File: config.mk
export PLATFORM = sky130hd
export DESIGN_NAME = pllsy_top
export DESIGN_NICKNAME = d
export VERILOG_FILES = /design/src/shared/pllsy_pkg.sv /design/src/hdl/pllsy_divider.sv /design/src/hdl/pllsy_top.sv
export SDC_FILE = /design/constraint.sdc
export NUM_CORES = 1
export LEC_CHECK = 0
export BUFFER_PORTS_ARGS = -buffer_cell sky130_fd_sc_hd__buf_2
export CELL_PAD_IN_SITES_DETAIL_PLACEMENT = 1
export CELL_PAD_IN_SITES_GLOBAL_PLACEMENT = 1
export CORE_MARGIN = 10
export CORE_UTILIZATION = 45
export DETAILED_ROUTE_END_ITERATION = 8
export GPL_TIMING_DRIVEN = 0
export PLACE_DENSITY = 0.87
export RECOVER_POWER = 50
export SYNTH_ARGS = -nofsm -noshare
export SYNTH_HDL_FRONTEND = slang
export SYNTH_HIERARCHICAL = 1
export SYNTH_SLANG_ARGS = --single-unit
export TNS_END_PERCENT = 50
File: constraint.sdc
create_clock -name clk -period 186.3 [get_ports clk]
set_clock_uncertainty 0.1 [all_clocks]
set_input_delay 27.945 -clock clk [delete_from_list [all_inputs] [get_ports clk]]
set_output_delay 27.945 -clock clk [all_outputs]
set_load 0.005 [all_outputs]
File: src/shared/pllsy_pkg.sv
// Constants, register map and mode encodings of the tuning synthesizer control block.
// Assumes a single 40 MHz clock and a nibble-wide internal register file port.
`default_nettype none
package pllsy_pkg;
	localparam logic [6:0] ADDR_REF_SELECT = 7'h11;
	localparam logic [6:0] ADDR_MODE_SELECT = 7'h12;
	localparam logic [3:0] REF_DISABLE_CODE = 4'hF;
	localparam logic [3:0] REF_RESET = 4'hF;
	localparam logic [3:0] MODE_RESET = 4'h0;
	localparam logic [3:0] MODE_PINS_OFF = 4'h0;
	localparam int SWALLOW_LSB_BIT = 3;
	localparam logic [1:0] MODE_DIRECT = 2'h1;
	localparam logic [1:0] MODE_SWALLOW_LOW = 2'h2;
	localparam logic [1:0] MODE_SWALLOW_HIGH = 2'h3;
	localparam int DATA_WIDTH = 16;
	localparam int DIV_WIDTH = 17;
	localparam int REF_CNT_WIDTH = 24;
	localparam int CLK_HZ_DEFAULT = 40_000_000;

	typedef enum {PLLSY_PINS_OFF, PLLSY_DIRECT, PLLSY_SWALLOW_LOW, PLLSY_SWALLOW_HIGH} pllsy_mode_t;

	// Reference frequency in Hz per select code; zero marks a prohibited or disabling code.
	function automatic int ref_hz(input logic [3:0] code);
		case (code)
			4'h0: ref_hz = 1250;
			4'h1: ref_hz = 2500;
			4'h2: ref_hz = 5000;
			4'h3: ref_hz = 10000;
			4'h4: ref_hz = 6250;
			4'h5: ref_hz = 12500;
			4'h6: ref_hz = 25000;
			4'h7: ref_hz = 50000;
			4'h8: ref_hz = 3000;
			4'h9: ref_hz = 9000;
			4'hA: ref_hz = 18000;
			4'hC: ref_hz = 1000;
			4'hD: ref_hz = 20000;
			default: ref_hz = 0;
		endcase
	endfunction : ref_hz
endpackage : pllsy_pkg
`default_nettype wire

File: src/hdl/pllsy_divider.sv
// Programmable divider: counts input edge ticks and emits one pulse per N ticks.
// Assumes ticks are single-cycle pulses already synchronised to clk.
`timescale 1ns/1ps
`default_nettype none
module pllsy_divider
	import pllsy_pkg::*;
(
	input wire logic clk,
	input wire logic nrst,
	input wire logic run,
	input wire logic tick,
	input wire logic [pllsy_pkg::DIV_WIDTH-1:0] ratio,
	output logic fn_pulse
);
	logic [DIV_WIDTH-1:0] count;
	logic [DIV_WIDTH-1:0] active_ratio;
	logic [DIV_WIDTH-1:0] next_count;
	logic [DIV_WIDTH-1:0] next_active_ratio;
	logic next_fn_pulse;

	////////////////////////////////////////////////////////////////////////////////
	always_comb
	begin
		next_count = count;
		next_active_ratio = active_ratio;
		next_fn_pulse = 1'b0;
		if (!run)
		begin
			next_count = '0;
			next_active_ratio = ratio;
		end
		else if (tick)
		begin
			// While running, the new ratio is taken only at wrap, so one period never mixes two values.
			if (count + 17'h00001 >= active_ratio)
			begin
				next_count = '0;
				next_active_ratio = ratio;
				next_fn_pulse = 1'b1;
			end
			else
			begin
				next_count = count + 17'h00001;
			end
		end
	end

	always_ff @(posedge clk or negedge nrst)
	begin
		if (!nrst)
		begin
			count <= '0;
			active_ratio <= '0;
			fn_pulse <= 1'b0;
		end
		else
		begin
			count <= next_count;
			active_ratio <= next_active_ratio;
			fn_pulse <= next_fn_pulse;
		end
	end
endmodule : pllsy_divider
`default_nettype wire

File: src/hdl/pllsy_top.sv
// Synthesizer control: disable logic, register file, input select, reference, comparator, pump.
// Assumes pins are asynchronous and reset strobes come from logic on clk.
`timescale 1ns/1ps
`default_nettype none
module pllsy_top
	import pllsy_pkg::*;
#(
	parameter int CLK_HZ = pllsy_pkg::CLK_HZ_DEFAULT
)
(
	input wire logic clk,
	input wire logic nrst,
	input wire logic chip_enable,
	input wire logic watchdog_stack_reset,
	input wire logic clock_stop,
	input wire logic rf_write,
	input wire logic [6:0] rf_addr,
	input wire logic [3:0] rf_wdata,
	output logic [3:0] rf_rdata,
	input wire logic peripheral_write_instr,
	input wire logic [pllsy_pkg::DATA_WIDTH-1:0] write_data,
	input wire logic low_band_osc_input,
	input wire logic high_band_osc_input,
	output logic low_band_pulldown,
	output logic high_band_pulldown,
	output logic error_output_1_out,
	output logic error_output_1_oe_n,
	output logic error_output_0_out,
	output logic error_output_0_oe_n,
	output logic synth_disabled
);
	logic [1:0] ce_sync;
	logic [1:0] lo_sync;
	logic [1:0] hi_sync;
	logic lo_prev;
	logic hi_prev;
	logic [3:0] pll_reference_select;
	logic [3:0] mode_select;
	logic [DATA_WIDTH-1:0] division_data_register;
	logic swallow_lsb_latched;
	logic [REF_CNT_WIDTH-1:0] ref_count;
	logic fr_pulse;
	logic up_req;
	logic dn_req;
	logic fn_pulse;
	logic [3:0] next_ref;
	logic [3:0] next_mode;
	logic [DATA_WIDTH-1:0] next_data;
	logic next_lsb;
	logic [3:0] next_rdata;
	logic [REF_CNT_WIDTH-1:0] next_ref_count;
	logic [REF_CNT_WIDTH-1:0] ref_period;
	logic next_fr_pulse;
	logic next_up;
	logic next_dn;
	logic disabled;
	logic pins_off;
	logic sel_tick;
	logic [DIV_WIDTH-1:0] ratio;
	pllsy_mode_t mode;

	////////////////////////////////////////////////////////////////////////////////
	// Pin synchronisers; only the second stage is read by logic.
	always_ff @(posedge clk or negedge nrst)
	begin
		if (!nrst)
		begin
			ce_sync <= 2'h0;
			lo_sync <= 2'h0;
			hi_sync <= 2'h0;
			lo_prev <= 1'b0;
			hi_prev <= 1'b0;
		end
		else
		begin
			ce_sync <= {ce_sync[0], chip_enable};
			lo_sync <= {lo_sync[0], low_band_osc_input};
			hi_sync <= {hi_sync[0], high_band_osc_input};
			lo_prev <= lo_sync[1];
			hi_prev <= hi_sync[1];
		end
	end

	////////////////////////////////////////////////////////////////////////////////
	// Disable and mode decode.
	always_comb
	begin
		disabled = !ce_sync[1] || (pll_reference_select == REF_DISABLE_CODE);
		pins_off = (mode_select == MODE_PINS_OFF);
		case (mode_select[1:0])
			MODE_DIRECT: mode = PLLSY_DIRECT;
			MODE_SWALLOW_LOW: mode = PLLSY_SWALLOW_LOW;
			MODE_SWALLOW_HIGH: mode = PLLSY_SWALLOW_HIGH;
			default: mode = PLLSY_PINS_OFF;
		endcase
		case (mode)
			PLLSY_DIRECT: sel_tick = lo_sync[1] && !lo_prev;
			PLLSY_SWALLOW_LOW: sel_tick = lo_sync[1] && !lo_prev;
			// The dual-modulus prescaler sits ahead of this logic; its output enters here.
			PLLSY_SWALLOW_HIGH: sel_tick = hi_sync[1] && !hi_prev;
			default: sel_tick = 1'b0;
		endcase
		if (mode == PLLSY_DIRECT)
			ratio = {1'b0, division_data_register};
		else
			ratio = {division_data_register, swallow_lsb_latched};
	end

	////////////////////////////////////////////////////////////////////////////////
	// Register file.
	always_comb
	begin
		next_ref = pll_reference_select;
		next_mode = mode_select;
		next_data = division_data_register;
		next_lsb = swallow_lsb_latched;
		if (rf_write && rf_addr == ADDR_REF_SELECT)
			next_ref = rf_wdata;
		if (rf_write && rf_addr == ADDR_MODE_SELECT)
			next_mode = rf_wdata;
		// The flag must already stand in the mode register; both halves load together.
		if (peripheral_write_instr)
		begin
			next_data = write_data;
			next_lsb = mode_select[SWALLOW_LSB_BIT];
		end
		// Chip-enable low reloads only the reference code; the mode register is kept.
		if (watchdog_stack_reset || clock_stop || !ce_sync[1])
			next_ref = REF_RESET;
		case (rf_addr)
			ADDR_REF_SELECT: next_rdata = pll_reference_select;
			ADDR_MODE_SELECT: next_rdata = mode_select;
			default: next_rdata = 4'h0;
		endcase
	end

	always_ff @(posedge clk or negedge nrst)
	begin
		if (!nrst)
		begin
			pll_reference_select <= REF_RESET;
			mode_select <= MODE_RESET;
			division_data_register <= '0;
			swallow_lsb_latched <= 1'b0;
			rf_rdata <= 4'h0;
		end
		else
		begin
			pll_reference_select <= next_ref;
			mode_select <= next_mode;
			division_data_register <= next_data;
			swallow_lsb_latched <= next_lsb;
			rf_rdata <= next_rdata;
		end
	end

	////////////////////////////////////////////////////////////////////////////////
	// Reference generator, comparator and charge pump. Halt has no input here: it stops
	// nothing, so configured operation simply carries on while chip enable is high.
	always_comb
	begin
		ref_period = REF_CNT_WIDTH'(ref_hz(pll_reference_select) == 0 ? 0
			: CLK_HZ / ref_hz(pll_reference_select));
		next_ref_count = ref_count;
		next_fr_pulse = 1'b0;
		next_up = up_req;
		next_dn = dn_req;
		if (disabled || ref_period == '0)
			next_ref_count = '0;
		else if (ref_count + 24'h000001 >= ref_period)
		begin
			next_ref_count = '0;
			next_fr_pulse = 1'b1;
		end
		else
			next_ref_count = ref_count + 24'h000001;
		if (disabled)
		begin
			next_up = 1'b0;
			next_dn = 1'b0;
		end
		else if (fr_pulse && fn_pulse)
		begin
			next_up = 1'b0;
			next_dn = 1'b0;
		end
		else if (fr_pulse)
		begin
			next_up = !dn_req;
			next_dn = 1'b0;
		end
		else if (fn_pulse)
		begin
			next_dn = !up_req;
			next_up = 1'b0;
		end
	end

	always_ff @(posedge clk or negedge nrst)
	begin
		if (!nrst)
		begin
			ref_count <= '0;
			fr_pulse <= 1'b0;
			up_req <= 1'b0;
			dn_req <= 1'b0;
			low_band_pulldown <= 1'b1;
			high_band_pulldown <= 1'b1;
			error_output_1_out <= 1'b0;
			error_output_0_out <= 1'b0;
			error_output_1_oe_n <= 1'b1;
			error_output_0_oe_n <= 1'b1;
			synth_disabled <= 1'b1;
		end
		else
		begin
			ref_count <= next_ref_count;
			fr_pulse <= next_fr_pulse;
			up_req <= next_up;
			dn_req <= next_dn;
			// An unselected pin is pulled down as well, except the low pin under mode codes 4, 8 and C, which is left to float.
			low_band_pulldown <= disabled || pins_off || mode == PLLSY_SWALLOW_HIGH;
			high_band_pulldown <= disabled || pins_off || mode != PLLSY_SWALLOW_HIGH;
			error_output_1_out <= dn_req;
			error_output_0_out <= dn_req;
			error_output_1_oe_n <= disabled || !(up_req || dn_req);
			error_output_0_oe_n <= disabled || !(up_req || dn_req);
			synth_disabled <= disabled;
		end
	end

	pllsy_divider u_divider (
		.clk(clk),
		.nrst(nrst),
		.run(!disabled),
		.tick(sel_tick),
		.ratio(ratio),
		.fn_pulse(fn_pulse)
	);
endmodule : pllsy_top
`default_nettype wire

==> reports/qor.csv <==
metric;value;unit
run status;finished, violations left;
violated checks;capacitance limit, slew limit;
Worst Setup Path Type;flip-flop to flip-flop;
Worst-path clk slew;0.08;ns
postcts setup bufs;0;
number of I/O port buffers;45;
Slew Limit Fails;60;
Critical Path Max Stage Delay;0.66;ns
vias per std cell;6.40;
CP dominant cell by count;o21a_1;
worst-margin pin slew;3.45;ns
Startpoint Class;flip-flop;
kind of end point of the critical path;flip-flop;
placed cell count;5075;
antenna violations before repair;0;
Die Ht;278;um
Hold Crit Class;flip-flop to flip-flop;
MaxCap Viol Count;1;
# fillers;8542;
Max Root-Sink Buffers;2;
CTS sink count;104;
Die ar.;77400;sq um
synthesized instance count;4148;
number of cell rows;94;
vias post-DR;32600;
Post-CTS Resized;0;
Multi-input gate area;26200;sq um
hold_buf cts;0;
Yosys cell types;135;
Max-slew headroom;-1.30;
commonest non-fill, non-tap cell in the layout;nand2_1;
Die X;278;um
GP Congestion;0.914;
fin crit share;0.552;
clock root cell;clkbuf_16;
worst-skew pair later-pin latency;0.37;ns
WL final;105000;um
Most used DFF post-synth;dfrtp_1;
crit path max fanout;18;
largest net degree at the start of global routing;61;
Peak Freq;9.73;MHz
Async SR Flop Fraction;1.00;
DP HPWL;84400;um
Core Area;66000;sq um
Starting Density;0.455;
Syn. warnings;6;
Area growth syn-to-layout;6.50;%
final setup TNS;0;ns
vias in the first global route;33800;
diodes inserted;0;
Top Ports;47;
final instance area;32000;sq um
Reg area;2610;sq um
first-pass GRT wire length;173000;um
Routed Antenna Nets;0;
Final #Nets;4637;
Synth Register Bits;104;
placed cell area;31700;sq um
CP max stage cell;nor2_1;
number of synthesized flops with an enable pin;0;
CTS tree;done;
Avg WL per Cell;20.5;um
CTS H-tree depth;3;
RSZ-0062 raised after global routing;false;
DR iter-0 viols;2161;
minimum clock period;102.75;ns
router iterations before antenna repair;5;
Avg Inst Size Synth;7.24;sq um
CTS buffer count;9;
total grt overflow;0;
Worst EP required;186.49;ns
final hold viol count;0;
sequential area share after synthesis;0.0870;
WP data arrival;102.94;ns
final setup fails;0;
total track usage;0.259;
residual DRC count;0;
Synth Cell Area;30000;sq um
most frequent cells in the layout;414 x nand2_1, 378 x ha_1, 365 x nor2_1;
layout cells sized above 1;0.0915;
Layout Cells excl Fill;5092;
## Yosys cell counts, types with 23 or more instances
cell type	count	area share
nor2b_1	84	0.018
xor2_1	96	0.028
inv_1	154	0.019
o21ai_1	32	0.0053
o21a_1	129	0.032
dfrtp_1	96	0.080
o21bai_1	26	0.0065
a21o_1	128	0.032
xnor2_1	168	0.049
clkbuf_1	79	0.0099
o211ai_1	36	0.0090
mux2_2	108	0.041
a21oi_1	321	0.054
nand2b_1	84	0.018
mux2i_1	40	0.013
a211oi_1	35	0.0088
nand3_1	115	0.019
a31oi_1	48	0.010
and2_1	52	0.011
nor4_1	23	0.0048
o31ai_1	70	0.018
buf_2	32	0.0053
nand3b_1	30	0.0075
o21ai_0	210	0.035
o22ai_1	30	0.0063
or3_1	57	0.012
nor3_1	123	0.021
nand2_1	414	0.052
or2_2	26	0.0054
nor2_1	365	0.046
ha_1	378	0.16
nand4_1	61	0.013
and3_1	52	0.011
## final timing paths
kind	startpoint	endpoint	slack, ns	cells past startpoint
setup / recovery	pll_reference_select[1]	ref_count[20]	83.55	462
hold / removal	ce_sync[0]	ce_sync[1]	0.29	0
setup reg to reg	pll_reference_select[1]	ref_count[20]	83.55	462
hold reg to reg	ce_sync[0]	ce_sync[1]	0.29	0
max in group asynchronous	nrst	ref_count[21]	155.53	1
min in group asynchronous	nrst	ce_sync[1]	28.63	1
## logic make-up after synthesis
| group | synth area share |
|---|---|
| AOI/OAI and AO/OA | 0.306 |
| DFF | 0.0870 |
| muxes | 0.0589 |
| adders and majority gates | 0.158 |
| buffers and inverters | 0.0410 |
| other | 0.000125 |
| and+or+nand+nor | 0.271 |
| xor gates and xnor gates | 0.0776 |
## per-stage QoR
| stage | hold WS [ns] | worst slack, ns | util |
|---|---|---|---|
| after global routing | 0.296 | 75.30 | 0.485 |
| after floorplan | 0.231 | 103.91 | - |
| after CTS | 0.291 | 85.22 | 0.485 |
| after detailed placement | 0.265 | 85.65 | 0.480 |
| after global placement | 0.244 | 85.84 | 0.475 |
| final | 0.287 | 83.55 | 0.485 |
## registers in the layout (all words and copies together) (netlist names)
| register | flops |
|---|---|
| hi_prev | 1 |
| dn_req | 1 |
| ref_count | 24 |
| rf_rdata | 4 |
| error_output_0_out | 1 |
| division_data_register | 16 |
| synth_disabled | 1 |
| error_output_0_oe_n | 1 |
| low_band_pulldown | 1 |
| ce_sync | 2 |
| hi_sync | 2 |
| up_req | 1 |
| u_divider/count | 17 |
| swallow_lsb_latched | 1 |
| u_divider/active_ratio | 17 |
| high_band_pulldown | 1 |
| lo_sync | 2 |
| lo_prev | 1 |
| pll_reference_select | 4 |
| u_divider/fn_pulse | 1 |
| mode_select | 4 |
| fr_pulse | 1 |
## layer usage
metal  global-route usage  wire (um)  part of all wire
met1                0.330      47200              0.45
met2                0.458      50000              0.48
met3               0.0190       4500             0.043
met4               0.0797       2870             0.027
met5                    0          0                 0
## final cells by class
type,instances,area share
clock inverters,7,0.00290
multi-input cells,3749,0.820
well taps,864,0.0338
inverters,159,0.0187
repair buffers,60,0.0161
clock buffers,9,0.00704
plain buffers,140,0.0196
flip-flops and latches,104,0.0817
## worst max-delay path: cells and delay by family, from the launching register on
kind                       cells  cell delay, ns
muxes                          5            1.36
buffers and inverters         52           16.24
xor gates and xnor gates       3            0.48
and+or+nand+nor              136           23.27
adders and majority gates     31           10.40
AOI/OAI and AO/OA            235           49.99
DFF                            1            0.61
Power is left out: the tool's default activity adds up to more than one toggle a clock period on the data nets, which glitch-free logic cannot reach.
